`config.mk`:
```
export PLATFORM = sky130hd
export DESIGN_NAME = mrc_run_cmd
export DESIGN_NICKNAME = d
export VERILOG_FILES = /design/src/design/mrc_pkg.sv /design/src/design/mrc_input_decode.sv /design/src/design/mrc_run_cmd.sv /design/src/design/mrc_run_timer.sv
export SDC_FILE = /design/constraint.sdc
export NUM_CORES = 1
export LEC_CHECK = 0
export BUFFER_PORTS_ARGS = -buffer_cell sky130_fd_sc_hd__buf_2
export CAP_MARGIN = 0
export CORE_MARGIN = 2
export CORE_UTILIZATION = 45
export CTS_CLUSTER_DIAMETER = 50
export DETAILED_ROUTE_END_ITERATION = 16
export PLACE_DENSITY = 0.72
export SYNTH_ARGS = -nofsm -noshare
export SYNTH_HDL_FRONTEND = slang
export SYNTH_SLANG_ARGS = --single-unit
```
`constraint.sdc`:
```
create_clock -name clk_i -period 3.2 [get_ports clk_i]
set_clock_uncertainty 0.05 [all_clocks]
set_input_delay 0.48 -clock clk_i [delete_from_list [all_inputs] [get_ports clk_i]]
set_output_delay 0.48 -clock clk_i [all_outputs]
set_load 0.05 [all_outputs]
```
`src/design/mrc_pkg.sv`:
```
// mrc_pkg: shared constants and types for the motor run-command logic
package mrc_pkg;
  // ==========================================================
  // input function assignment codes
  localparam logic [11:0] MRC_FN_NONE    = 12'h0ff;
  localparam logic [11:0] MRC_FN_FWD     = 12'h062;
  localparam logic [11:0] MRC_FN_REV     = 12'h063;
  localparam logic [11:0] MRC_FN_HOLD    = 12'h006;
  localparam logic [11:0] MRC_FN_LINKEN  = 12'h018;
  localparam logic [11:0] MRC_FN_GEN     = 12'h00b;
  localparam logic [11:0] MRC_FN_TERM    = 12'h00c;
  localparam logic [11:0] MRC_FN_ORGRP   = 12'h00d;
  localparam logic [11:0] MRC_FN_IGNGRP  = 12'h00e;
  localparam logic [11:0] MRC_NEG_OFFSET = 12'h3e8;
  // ==========================================================
  // link operation word bit positions
  localparam int MRC_LW_FWD   = 0;
  localparam int MRC_LW_REV   = 1;
  localparam int MRC_LW_GEN   = 2;
  localparam int MRC_LW_ORGRP = 3;
  localparam int MRC_LW_IGN   = 4;
  localparam int MRC_LW_B13   = 13;
  localparam int MRC_LW_B14   = 14;
  // ==========================================================
  // settings
  localparam logic [1:0] MRC_SRC_KEYPAD = 2'h0;
  localparam logic [1:0] MRC_STOPPRI_A  = 2'h1;
  localparam logic [1:0] MRC_STOPPRI_B  = 2'h3;
  localparam int MRC_FREQ_W  = 16;
  localparam int MRC_TIMER_W = 16;
  localparam int MRC_NUM_IN  = 5;
  typedef enum logic [1:0] {
    MRC_DIR_STOP,
    MRC_DIR_FWD,
    MRC_DIR_REV
  } mrc_dir_t;
endpackage

```
`src/design/mrc_input_decode.sv`:
```
// mrc_input_decode: maps assignable terminals to internal command levels
`timescale 1ns/1ns
module mrc_input_decode (
  // clock and reset
  input  wire logic                                clk_i,
  input  wire logic                                srst_i,
  // raw terminals and their function settings
  input  wire logic [mrc_pkg::MRC_NUM_IN-1:0]      term_i,
  input  wire logic [mrc_pkg::MRC_NUM_IN*12-1:0]   func_i,
  // decoded terminal commands
  output logic                                     fwd_o,
  output logic                                     rev_o,
  output logic                                     hold_o,
  output logic                                     hold_assigned_o,
  output logic                                     linken_o,
  output logic                                     gen_o,
  output logic                                     term_o,
  output logic                                     orgrp_o,
  output logic                                     igngrp_o
);
  import mrc_pkg::*;
  logic [MRC_NUM_IN-1:0] sync1_reg;
  logic [MRC_NUM_IN-1:0] sync2_reg;
  logic [MRC_NUM_IN-1:0] sync_next;
  logic [8:0]            cmd_reg;
  logic [8:0]            cmd_next;

  // strip the negative-logic offset from a setting
  function automatic logic [11:0] base_fn(input logic [11:0] f);
    base_fn = (f >= MRC_NEG_OFFSET) ? f - MRC_NEG_OFFSET : f;
  endfunction

  // ==========================================================
  // two-stage synchroniser
  always_comb begin
    sync_next = term_i;
  end

  always_ff @(posedge clk_i) begin
    if (srst_i) begin
      sync1_reg <= '0;
      sync2_reg <= '0;
    end else begin
      sync1_reg <= sync_next;
      sync2_reg <= sync1_reg;
    end
  end

  // ==========================================================
  // decode and OR all terminals that carry each function
  always_comb begin
    logic [11:0] f;
    logic [11:0] b;
    logic        lvl;
    f = '0;
    b = '0;
    lvl = 1'b0;
    cmd_next = '0;
    for (int i = 0; i < MRC_NUM_IN; i++) begin
      f = func_i[i*12 +: 12];
      b = base_fn(f);
      lvl = sync2_reg[i] ^ (f >= MRC_NEG_OFFSET);
      if (b == MRC_FN_FWD) cmd_next[0] = cmd_next[0] | sync2_reg[i];
      if (b == MRC_FN_REV) cmd_next[1] = cmd_next[1] | sync2_reg[i];
      if (b == MRC_FN_HOLD) begin
        cmd_next[2] = cmd_next[2] | lvl;
        cmd_next[3] = 1'b1;
      end
      if (b == MRC_FN_LINKEN) cmd_next[4] = cmd_next[4] | lvl;
      if (b == MRC_FN_GEN)    cmd_next[5] = cmd_next[5] | lvl;
      if (b == MRC_FN_TERM)   cmd_next[6] = cmd_next[6] | lvl;
      if (b == MRC_FN_ORGRP)  cmd_next[7] = cmd_next[7] | lvl;
      if (b == MRC_FN_IGNGRP) cmd_next[8] = cmd_next[8] | lvl;
    end
  end

  always_ff @(posedge clk_i) begin
    if (srst_i) begin
      cmd_reg <= '0;
    end else begin
      cmd_reg <= cmd_next;
    end
  end

  assign fwd_o           = cmd_reg[0];
  assign rev_o           = cmd_reg[1];
  assign hold_o          = cmd_reg[2];
  assign hold_assigned_o = cmd_reg[3];
  assign linken_o        = cmd_reg[4];
  assign gen_o           = cmd_reg[5];
  assign term_o          = cmd_reg[6];
  assign orgrp_o         = cmd_reg[7];
  assign igngrp_o        = cmd_reg[8];
endmodule

```
`src/design/mrc_run_cmd.sv`:
```
// mrc_run_cmd: top of the motor run-command logic
`timescale 1ns/1ns
module mrc_run_cmd (
  // clock and reset
  input  wire logic                                  clk_i,
  input  wire logic                                  srst_i,
  // terminal block: programmable inputs 1..3, forward, reverse
  input  wire logic [mrc_pkg::MRC_NUM_IN-1:0]        term_i,
  input  wire logic [mrc_pkg::MRC_NUM_IN*12-1:0]     term_func_i,
  // keypad
  input  wire logic                                  key_run_i,
  input  wire logic                                  key_stop_i,
  input  wire logic                                  jog_i,
  // serial link
  input  wire logic [15:0]                           link_operation_word_i,
  // settings
  input  wire logic [1:0]                            run_source_select_i,
  input  wire logic [1:0]                            stop_key_priority_sel_i,
  input  wire logic [11:0]                           fwd_terminal_function_i,
  input  wire logic [11:0]                           rev_terminal_function_i,
  input  wire logic                                  timer_en_i,
  input  wire logic [mrc_pkg::MRC_TIMER_W-1:0]       timer_preset_i,
  // frequencies
  input  wire logic [mrc_pkg::MRC_FREQ_W-1:0]        set_freq_i,
  input  wire logic [mrc_pkg::MRC_FREQ_W-1:0]        start_frequency_i,
  input  wire logic [mrc_pkg::MRC_FREQ_W-1:0]        stop_frequency_i,
  // internal run commands and drive frequency
  output logic                                       int_fwd_o,
  output logic                                       int_rev_o,
  output logic signed [mrc_pkg::MRC_FREQ_W:0]        drive_freq_o,
  // decoded command outputs
  output logic                                       link_enable_cmd_o,
  output logic                                       gen_cmd_o,
  output logic                                       term_cmd_o,
  output logic                                       or_cmd_o,
  output logic                                       ign_cmd_o,
  output logic                                       run_hold_o
);
  import mrc_pkg::*;

  // ==========================================================
  // synchronisers for keypad and link inputs
  logic [18:0] ksync1_reg;
  logic [18:0] ksync2_reg;
  logic [18:0] ksync_next;
  logic        key_run_s;
  logic        key_stop_s;
  logic        jog_s;
  logic [15:0] lw_s;

  always_comb begin
    ksync_next = {jog_i, key_run_i, key_stop_i, link_operation_word_i};
  end

  always_ff @(posedge clk_i) begin
    if (srst_i) begin
      ksync1_reg <= '0;
      ksync2_reg <= '0;
    end else begin
      ksync1_reg <= ksync_next;
      ksync2_reg <= ksync1_reg;
    end
  end

  assign key_run_s  = ksync2_reg[17];
  assign key_stop_s = ksync2_reg[16];
  assign jog_s      = ksync2_reg[18];
  assign lw_s       = ksync2_reg[15:0];

  // ==========================================================
  // terminal decoding
  logic t_fwd;
  logic t_rev;
  logic t_hold;
  logic hold_asg;
  logic t_linken;
  logic t_gen;
  logic t_term;
  logic t_or;
  logic t_ign;
  mrc_input_decode u_dec (
    .clk_i           (clk_i),
    .srst_i          (srst_i),
    .term_i          (term_i),
    .func_i          (term_func_i),
    .fwd_o           (t_fwd),
    .rev_o           (t_rev),
    .hold_o          (t_hold),
    .hold_assigned_o (hold_asg),
    .linken_o        (t_linken),
    .gen_o           (t_gen),
    .term_o          (t_term),
    .orgrp_o         (t_or),
    .igngrp_o        (t_ign)
  );

  // ==========================================================
  // link word processing
  logic link_en;
  logic fwd_cmd;
  logic rev_cmd;
  logic b13_fwd;
  logic b14_fwd;
  logic b13_rev;
  logic b14_rev;
  // true when a programmable link bit acts as the given run command
  function automatic logic bit_is(input logic [11:0] setting, input logic [11:0] fn);
    bit_is = (setting == fn);
  endfunction
  always_comb begin
    b13_fwd = bit_is(fwd_terminal_function_i, MRC_FN_FWD) & lw_s[MRC_LW_B13];
    b14_fwd = bit_is(rev_terminal_function_i, MRC_FN_FWD) & lw_s[MRC_LW_B14];
    b13_rev = bit_is(fwd_terminal_function_i, MRC_FN_REV) & lw_s[MRC_LW_B13];
    b14_rev = bit_is(rev_terminal_function_i, MRC_FN_REV) & lw_s[MRC_LW_B14];
    // tie: both bits carry the same command; the pair acts as an OR
    link_en = lw_s[MRC_LW_B13] | lw_s[MRC_LW_B14] | t_linken;
    if (link_en) begin
      fwd_cmd = lw_s[MRC_LW_FWD] | b13_fwd | b14_fwd;
      rev_cmd = lw_s[MRC_LW_REV] | b13_rev | b14_rev;
    end else begin
      fwd_cmd = t_fwd;
      rev_cmd = t_rev;
    end
  end

  // ==========================================================
  // decoded command groups
  logic [4:0] grp_reg;
  logic [4:0] grp_next;

  always_comb begin
    grp_next[0] = link_en;
    grp_next[1] = link_en ? lw_s[MRC_LW_GEN] : t_gen;
    grp_next[2] = t_term;
    grp_next[3] = lw_s[MRC_LW_ORGRP] | t_or;
    grp_next[4] = t_ign;
  end
  always_ff @(posedge clk_i) begin
    if (srst_i) begin
      grp_reg <= '0;
    end else begin
      grp_reg <= grp_next;
    end
  end
  assign link_enable_cmd_o = grp_reg[0];
  assign gen_cmd_o         = grp_reg[1];
  assign term_cmd_o        = grp_reg[2];
  assign or_cmd_o          = grp_reg[3];
  assign ign_cmd_o         = grp_reg[4];

  // ==========================================================
  // keypad latch, hold latch and run decision
  logic     kp_run_reg;
  logic     kp_run_next;
  logic     hold_fwd_reg;
  logic     hold_fwd_next;
  logic     hold_rev_reg;
  logic     hold_rev_next;
  logic     khold_reg;
  logic     khold_next;
  mrc_dir_t dir_reg;
  mrc_dir_t dir_next;
  logic     tmr_exp;
  logic     stop_pri;
  logic     eff_fwd;
  logic     eff_rev;
  logic     run_req;
  assign stop_pri = (stop_key_priority_sel_i == MRC_STOPPRI_A) ||
                    (stop_key_priority_sel_i == MRC_STOPPRI_B);
  always_comb begin
    kp_run_next   = kp_run_reg;
    hold_fwd_next = hold_fwd_reg;
    hold_rev_next = hold_rev_reg;
    khold_next    = khold_reg;
    if (key_run_s) begin
      kp_run_next = 1'b1;
      khold_next  = 1'b1;
    end
    if (key_stop_s && !jog_s) begin
      kp_run_next = 1'b0;
      khold_next  = 1'b0;
    end
    if (hold_asg) begin
      // three-wire: latch on momentary run, release when hold drops
      hold_fwd_next = t_hold & (hold_fwd_reg | fwd_cmd);
      hold_rev_next = t_hold & (hold_rev_reg | rev_cmd);
    end else begin
      hold_fwd_next = 1'b0;
      hold_rev_next = 1'b0;
    end
    if (tmr_exp) begin
      kp_run_next = 1'b0;
      khold_next  = 1'b0;
    end
  end

  always_comb begin
    eff_fwd = hold_asg ? (fwd_cmd | hold_fwd_reg) : fwd_cmd;
    eff_rev = hold_asg ? (rev_cmd | hold_rev_reg) : rev_cmd;
    if (run_source_select_i == MRC_SRC_KEYPAD) begin
      eff_fwd = eff_fwd & kp_run_reg;
      eff_rev = eff_rev & kp_run_reg;
    end
    run_req  = eff_fwd | eff_rev;
    dir_next = MRC_DIR_STOP;
    if (eff_fwd && eff_rev) begin
      dir_next = MRC_DIR_STOP;
    end else if (stop_pri && key_stop_s) begin
      dir_next = MRC_DIR_STOP;
    end else if (tmr_exp) begin
      dir_next = MRC_DIR_STOP;
    end else if (set_freq_i < start_frequency_i || set_freq_i < stop_frequency_i) begin
      dir_next = MRC_DIR_STOP;
    end else if (eff_fwd) begin
      dir_next = MRC_DIR_FWD;
    end else if (eff_rev) begin
      dir_next = MRC_DIR_REV;
    end
  end

  always_ff @(posedge clk_i) begin
    if (srst_i) begin
      kp_run_reg   <= 1'b0;
      hold_fwd_reg <= 1'b0;
      hold_rev_reg <= 1'b0;
      khold_reg    <= 1'b0;
      dir_reg      <= MRC_DIR_STOP;
    end else begin
      kp_run_reg   <= kp_run_next;
      hold_fwd_reg <= hold_fwd_next;
      hold_rev_reg <= hold_rev_next;
      khold_reg    <= khold_next;
      dir_reg      <= dir_next;
    end
  end
  mrc_run_timer u_tmr (
    .clk_i     (clk_i),
    .srst_i    (srst_i),
    .enable_i  (timer_en_i),
    .start_i   (run_req),
    .running_i (run_req),
    .preset_i  (timer_preset_i),
    .expired_o (tmr_exp)
  );

  assign int_fwd_o  = (dir_reg == MRC_DIR_FWD);
  assign int_rev_o  = (dir_reg == MRC_DIR_REV);
  assign run_hold_o = (hold_fwd_reg | hold_rev_reg | khold_reg) & ~tmr_exp;

  // ==========================================================
  // drive frequency command
  logic signed [MRC_FREQ_W:0] dfreq_reg;
  logic signed [MRC_FREQ_W:0] dfreq_next;
  always_comb begin
    dfreq_next = '0;
    if (dir_reg == MRC_DIR_FWD) begin
      dfreq_next = signed'({1'b0, set_freq_i});
    end else if (dir_reg == MRC_DIR_REV) begin
      dfreq_next = -signed'({1'b0, set_freq_i});
    end
  end

  always_ff @(posedge clk_i) begin
    if (srst_i) begin
      dfreq_reg <= '0;
    end else begin
      dfreq_reg <= dfreq_next;
    end
  end

  assign drive_freq_o = dfreq_reg;

  // ==========================================================
  // checks
  property p_interlock;
    @(posedge clk_i) disable iff (srst_i)
      (eff_fwd && eff_rev) |=> !int_fwd_o && !int_rev_o;
  endproperty
  a_interlock: assert property (p_interlock) else $error("fwd and rev both on");
  property p_stop_pri;
    @(posedge clk_i) disable iff (srst_i)
      (stop_pri && key_stop_s) |=> !int_fwd_o && !int_rev_o;
  endproperty
  a_stop_pri: assert property (p_stop_pri) else $error("stop key ignored");
  property p_low_freq;
    @(posedge clk_i) disable iff (srst_i)
      (set_freq_i < start_frequency_i || set_freq_i < stop_frequency_i)
        |=> !int_fwd_o && !int_rev_o;
  endproperty
  a_low_freq: assert property (p_low_freq) else $error("run below start or stop frequency");
  property p_link_en;
    @(posedge clk_i) disable iff (srst_i)
      (lw_s[MRC_LW_B13] || lw_s[MRC_LW_B14]) |=> link_enable_cmd_o;
  endproperty
  a_link_en: assert property (p_link_en) else $error("link enable missing");
  property p_rev_neg;
    @(posedge clk_i) disable iff (srst_i)
      int_rev_o |=> drive_freq_o == -$signed({1'b0, $past(set_freq_i)});
  endproperty
  a_rev_neg: assert property (p_rev_neg) else $error("reverse frequency not negated");
  property p_stop_zero;
    @(posedge clk_i) disable iff (srst_i)
      (!int_fwd_o && !int_rev_o) |=> drive_freq_o == 0;
  endproperty
  a_stop_zero: assert property (p_stop_zero) else $error("stopped frequency not zero");
  property p_kp_src;
    @(posedge clk_i) disable iff (srst_i)
      (run_source_select_i == MRC_SRC_KEYPAD && !kp_run_reg) |=> !int_fwd_o && !int_rev_o;
  endproperty
  a_kp_src: assert property (p_kp_src) else $error("run without keypad run");
  property p_ign;
    @(posedge clk_i) disable iff (srst_i)
      (lw_s[MRC_LW_IGN] && !t_ign) |=> !ign_cmd_o;
  endproperty
  a_ign: assert property (p_ign) else $error("ignore group follows link");
endmodule

```
`src/design/mrc_run_timer.sv`:
```
// mrc_run_timer: run timer that reports expiry of the preset time
`timescale 1ns/1ns
module mrc_run_timer (
  // clock and reset
  input  wire logic                              clk_i,
  input  wire logic                              srst_i,
  // control
  input  wire logic                              enable_i,
  input  wire logic                              start_i,
  input  wire logic                              running_i,
  input  wire logic [mrc_pkg::MRC_TIMER_W-1:0]   preset_i,
  // status
  output logic                                   expired_o
);
  import mrc_pkg::*;
  logic [MRC_TIMER_W-1:0] cnt_reg;
  logic [MRC_TIMER_W-1:0] cnt_next;
  logic                   act_reg;
  logic                   act_next;
  logic                   exp_reg;
  logic                   exp_next;

  always_comb begin
    cnt_next = cnt_reg;
    act_next = act_reg;
    // expiry holds until the run request drops or the timer is disabled, so a held run cannot restart
    exp_next = exp_reg & enable_i & running_i;
    if (!enable_i || !running_i) begin
      act_next = 1'b0;
      cnt_next = '0;
    end else if (start_i && !act_reg && !exp_reg) begin
      act_next = 1'b1;
      cnt_next = '0;
    end else if (act_reg) begin
      if (cnt_reg >= preset_i) begin
        exp_next = 1'b1;
        act_next = 1'b0;
      end else begin
        cnt_next = cnt_reg + 1'b1;
      end
    end
  end

  always_ff @(posedge clk_i) begin
    if (srst_i) begin
      cnt_reg <= '0;
      act_reg <= 1'b0;
      exp_reg <= 1'b0;
    end else begin
      cnt_reg <= cnt_next;
      act_reg <= act_next;
      exp_reg <= exp_next;
    end
  end

  assign expired_o = exp_reg;
endmodule

```
**After elaboration in Yosys (flattened, before gate mapping)**

Index checks and enable logic that the tools add are counted.

- Add/subtract/negate cells: 7
- Muxes and demuxes: 63
- Magnitude comparators: 8
- Bitwise gates (word level): 64
- Equality and inequality tests: 48
- Reduce and logical (&&, ||, !) cells: 22

Operator list:

| kind | number |
|---|---|
| $eq 12x4->1 const B | 20 |
| $eq 12x7->1 const B | 14 |
| $eq 12x3->1 const B | 5 |
| $eq 12x5->1 const B | 5 |
| $ge 12x10->1 const B | 5 |
| $mux 12 | 5 |
| $sub 12x10->12 const B | 5 |
| $mux 1 | 50 |
| $or 1x1->1 | 44 |
| $lt 16x16->1 | 2 |
| $mux 16 | 2 |
| $neg 16->17 | 1 |
| $add 16x1->16 const B | 1 |
| $ge 16x16->1 | 1 |
| $mux 2 | 6 |
| $and 1x1->1 | 11 |
| $reduce_or 3->1 | 3 |
| $reduce_or 6->1 | 1 |
| $logic_and 1x1->1 | 5 |
| $logic_not 1->1 | 5 |
| $reduce_or 5->1 | 1 |
| $xor 1x1->1 | 5 |
| $eq 2x1->1 const B | 2 |
| $eq 2x2->1 const B | 2 |
| 5 further kinds | 11 |

- Flip-flop bits (word level): 102
- Bits of input ports: 179
- Output and inout bits: 25
- Logic and storage cells: 228

**Depth between registers and ports, before layout**

- Depth in word-level cells: 15
- Mapped depth: 11
- Gate-level depth less buffers: 9

**Cells and area by module**

Synthesis repeated with hierarchy kept, for this count alone.

- Cells, all modules: 847
- Area total of the unflattened synthesis: 6,672.6 um^2

By module, submodules not included:

| module | area an instance (um^2) | instances | cells each |
|---|---|---|---|
| mrc_input_decode | 2,836.5 | 1 | 392 |
| mrc_run_cmd | 2,524.9 | 1 | 299 |
| mrc_run_timer | 1,311.3 | 1 | 156 |

**Worst setup path after synthesis**

No wires, ideal clock.

- Path type: input to register
- Start point: input term_func_i[27] (netlist bit)
- End point: register u_dec.cmd_reg[8]
- Buffers on the path: 0
- Stages on the path: 8
- Arrival time: 2.565 ns
- Slack: 0.508 ns
- Cells stage by stage: inv_1 ha_1 nand2b_1 or4b_1 a32oi_2 nand4_2 or4_4 a41oi_2

- Cells in the longest elaborated chain, start to end: 8
- Elaborated cells on any way between the ends: 11

Ends and longest elaborated chain:

| item | line | RTL |
|---|---|---|
| start: declaration | mrc_run_cmd.sv:9 | `input wire logic [mrc_pkg::MRC_NUM_IN*12-1:0] term_func_i,` |
| $sub 12x10->12 / $ge 12x10->1 (equally long branches) | mrc_input_decode.sv:30, mrc_input_decode.sv:62 |  |
| $mux 12 / $xor 1x1->1 (equally long branches) | mrc_input_decode.sv:30, mrc_input_decode.sv:62 |  |
| $eq 12x4->1 / $or 1x1->1 (equally long branches) | mrc_input_decode.sv:73 | `if (b == MRC_FN_IGNGRP) cmd_next[8] = cmd_next[8] \| lvl;` |
| $mux 1 * | mrc_input_decode.sv:73 |  |
| $or 1x1->1 | mrc_input_decode.sv:73 |  |
| $mux 1 * | mrc_input_decode.sv:73 |  |
| $or 1x1->1 | mrc_input_decode.sv:73 |  |
| $mux 1 * | mrc_input_decode.sv:73 |  |
| end signal: assignment | mrc_input_decode.sv:81 | `cmd_reg <= cmd_next;` |
| end: declaration | mrc_input_decode.sv:25 | `logic [8:0] cmd_reg;` |

Every way passes the cells marked *; elsewhere a longest branch is shown, timed or not.
A chain may end at the register's enable or synchronous reset.

**Worst setup path in the final report**

- Start point: register u_tmr.cnt_reg[5]
- End point: register u_tmr.cnt_reg[12]

- Cells in the longest elaborated chain, start to end: 3
- Elaborated cells on any way between the ends: 4

Ends and longest elaborated chain:

| item | line | RTL |
|---|---|---|
| start: declaration | mrc_run_timer.sv:16 | `logic [MRC_TIMER_W-1:0] cnt_reg;` |
| start signal: assignment | mrc_run_timer.sv:50 | `cnt_reg <= cnt_next;` |
| $ge 16x16->1 | mrc_run_timer.sv:35 | `if (cnt_reg >= preset_i) begin` |
| $not 1->1 (no line) | -- |  |
| $reduce_and 2->1 (no line) | -- |  |

Several ways; a longest one is shown, not always the timed one.

==> qor.csv <==
stage,metric,value,unit
clock_tree,clk_path_buf_depth,2,
final_layout,n_antenna_cell,0,
drt,vias_per_cell,5.72,
setup_path,critPathKind,reg -> reg,
setup_path,cp.required,3.42,ns
outcome,outcome,completed,
grt,grt_pass1_wl,29.5,mm
final_layout,drive_above_1_share,0.223,
timing,fmax,341,MHz
drt,wirelength,17.3,mm
timing,fin_tns_setup,0,ns
timing,period_needed,2.94,ns
synth,yosys_warnings,0,
synth,synth_edf_count,0,
final_layout,largest_reg_flops,17,
drt,post_drt_wl_per_cell,14.1,µm
floorplanning,dieArea,15500,µm²
run,max-cap-violations,0,
power_and_ir_drop,p_int,1.82,mW
grt,grt_pass1_vias,6518,
final_layout,syn_to_final_growth,21.7,%
power_and_ir_drop,pwr-share-comb,0.212,
timing,drv_slew,0,
synth,syn_area,6520,µm²
timing,hold_viol_final,0,
synth,seq_area_frac_synth,0.252,
timing,worst_pin_slew,0.886,ns
final_layout,final_area,7940,µm²
synth,ys_ff_latch,82,
synth,syn-instance-count,860,
place,globalplace.congestion,0.905,
place,pre_cts_ws,0.156,ns
power_and_ir_drop,p_clk_frac,0.382,
drt,ant_nets,0,
grt,grt.overflow.total,0,
clock_tree,cts_setup_buffers,0,
floorplanning,core_area,14000,µm²
power_and_ir_drop,ir_drop,0.198,mV
timing,setup_slack,0.263,ns
synth,synth_ff_type,dfxtp_1,
floorplanning,die_w,124,µm
setup_path,arrival,3.16,ns
setup_path,critPathSlowestCell,a2111oi_0,
clock_tree,htree_levels,3,
drt,first_pass_iters,5,
place,placed_cells,1211,
clock_tree,root_buffer,clkbuf_16,
power_and_ir_drop,p_leak,3.57,nW
setup_path,crit_top_cell,a21oi_1,
power_and_ir_drop,power_frac_seq,0.406,
grt,grt_max_degree,33,
timing,rsz0062_at_grt,false,
setup_path,path_cells,ha_1 -> a211o_1 -> a21oi_1 -> o21ai_1 -> a221o_1 -> a2111oi_0 -> or3b_1 -> a21oi_1,
floorplanning,initial_core_util,0.464,
drt,drtIter0Drc,456,
setup_path,path_max_fanout,7,
place,dp_hpwl,13.8,mm
setup_path,end_kind,register,
synth,syn-num-nets,1092,
setup_path,slowest_delay,0.70,ns
power_and_ir_drop,switching_share,0.296,
place,portBuffers,192,
power_and_ir_drop,power.density,326,nW/µm²
setup_path,start_kind,register,
drt,vias,7024,
final_layout,final_cells,1227,
timing,finalCritPeriodShare,0.918,
grt,antenna_found_initial,1,
clock_tree,clk_pin_slew_worst_paths,0.07,ns
timing,slew_headroom,0.408,
clock_tree,clock-sinks,82,
final_layout,final_cell_mix,"192 x buf_2, 82 x dfxtp_1, 76 x nor2_1",
synth,synth_cell_types,72,
synth,synthArstFlopShare,0,
floorplanning,die-height,124,µm
synth,synth_area_per_cell,7.58,µm²
power_and_ir_drop,switching_power,0.765,mW
place,dpl_cell_area,7650,µm²
clock_tree,postCtsResizedCells,0,
grt,track_usage,0.222,
worst_hold_path,min_path_type,in -> reg,
final_layout,fin_nets,1274,
clock_tree,clk_latency,0.33,ns
drt,remaining_drc_errors,0,
final_layout,layout_commonest_cell,buf_2,
timing,setup_viol_count_final,0,
floorplanning,rows,43,
clock_tree,postCtsHoldBufs,0,
clock_tree,cts_tree,built,
clock_tree,cts_made_buffers,9,
floorplanning,num_io_pins,204,
routing by layer:
metal  track usage  wire [µm]
met3        0.0344        942
met5             0         10
met4        0.0813        430
met1         0.283       7800
met2         0.377       8150
area by class of cell:
type,count,area [µm²]
Tap cell,180,225
Inverter,75,282
Fill cell,1363,6100
Sequential cell,82,1640
Multi-Input combinational cell,673,4480
Timing Repair Buffer,201,1030
Clock inverter,7,61.3
Clock buffer,9,225
power groups by stage:
stage | logic [mW] | clock network [mW] | registers, mW
5_1_grt | 0.626 | 1.05 | 1.05
4_1_cts | 0.549 | 1.01 | 1.05
2_1_floorplan | 0.321 | 0 | 1.08
3_5_place_dp | 0.546 | 0 | 1.07
6_report | 0.549 | 0.988 | 1.05
3_3_place_gp | 0.536 | 0 | 1.07
per-stage QoR:
stage | hold WS, ns | total power, mW | utilization
2_1_floorplan | 0.361 | 1.40 | -
3_3_place_gp | 0.369 | 1.61 | 0.545
3_5_place_dp | 0.372 | 1.62 | 0.545
4_1_cts | 0.297 | 2.61 | 0.565
5_1_grt | 0.300 | 2.72 | 0.565
6_report | 0.304 | 2.59 | 0.565
path summary, 6_finish.rpt:
check	start	endpoint	slack (ns)	cells after the start
worst min-delay path	link_operation_word_i[13]	ksync1_reg[13]	0.30	2
worst max register to register	u_tmr.cnt_reg[5]	u_tmr.cnt_reg[12]	0.26	8
worst max-delay path	u_tmr.cnt_reg[5]	u_tmr.cnt_reg[12]	0.26	8
worst min register to register	ksync1_reg[13]	ksync2_reg[13]	0.39	1
worst max-delay path: cells and delay by family (launching register included):
kind                       cells  cell delay, ns
AOI/OAI and AO/OA              6            1.70
adders and majority gates      1            0.28
DFF                            1            0.43
and+or+nand+nor                1            0.42
kinds of logic after synthesis:
family | after synthesis | share of synthesized area
flip-flops | 82 | 0.252
multiplexers | 5 | 0.00825
buffers and inverters | 105 | 0.0622
AO/OA/AOI/OAI | 243 | 0.248
AND/OR/NAND/NOR | 356 | 0.307
adder cells (fa/ha/maj) | 53 | 0.102
XOR/XNOR | 16 | 0.0215
Yosys cell counts, types with 5 or more instances:
| cell | number | area, µm² |
|---|---|---|
| dfxtp_1 | 82 | 1640 |
| nor2_1 | 76 | 285 |
| inv_1 | 75 | 282 |
| a21oi_1 | 67 | 335 |
| ha_1 | 53 | 663 |
| nand2_1 | 39 | 146 |
| nor2b_1 | 35 | 219 |
| o21ai_0 | 35 | 175 |
| nor3_1 | 34 | 170 |
| nand3_1 | 27 | 135 |
| clkbuf_1 | 24 | 90.1 |
| a21o_1 | 22 | 165 |
| nor4_1 | 21 | 131 |
| a31oi_1 | 19 | 119 |
| nand2b_1 | 17 | 106 |
| or3_1 | 16 | 100 |
| o31ai_1 | 15 | 113 |
| and3_1 | 14 | 87.6 |
| nand4_1 | 14 | 87.6 |
| xnor2_1 | 14 | 123 |
| nand3b_1 | 12 | 90.1 |
| or4_1 | 9 | 67.6 |
| a211oi_1 | 8 | 60.1 |
| nor4b_1 | 8 | 70.1 |
| o211ai_1 | 7 | 52.6 |
| a41oi_1 | 6 | 52.6 |
| a2111oi_0 | 5 | 43.8 |
| o21a_1 | 5 | 37.5 |
| o22ai_1 | 5 | 31.3 |
| o31a_1 | 5 | 43.8 |
| or2_2 | 5 | 31.3 |
| or3b_1 | 5 | 43.8 |
Power figures use the tool's default switching activity.
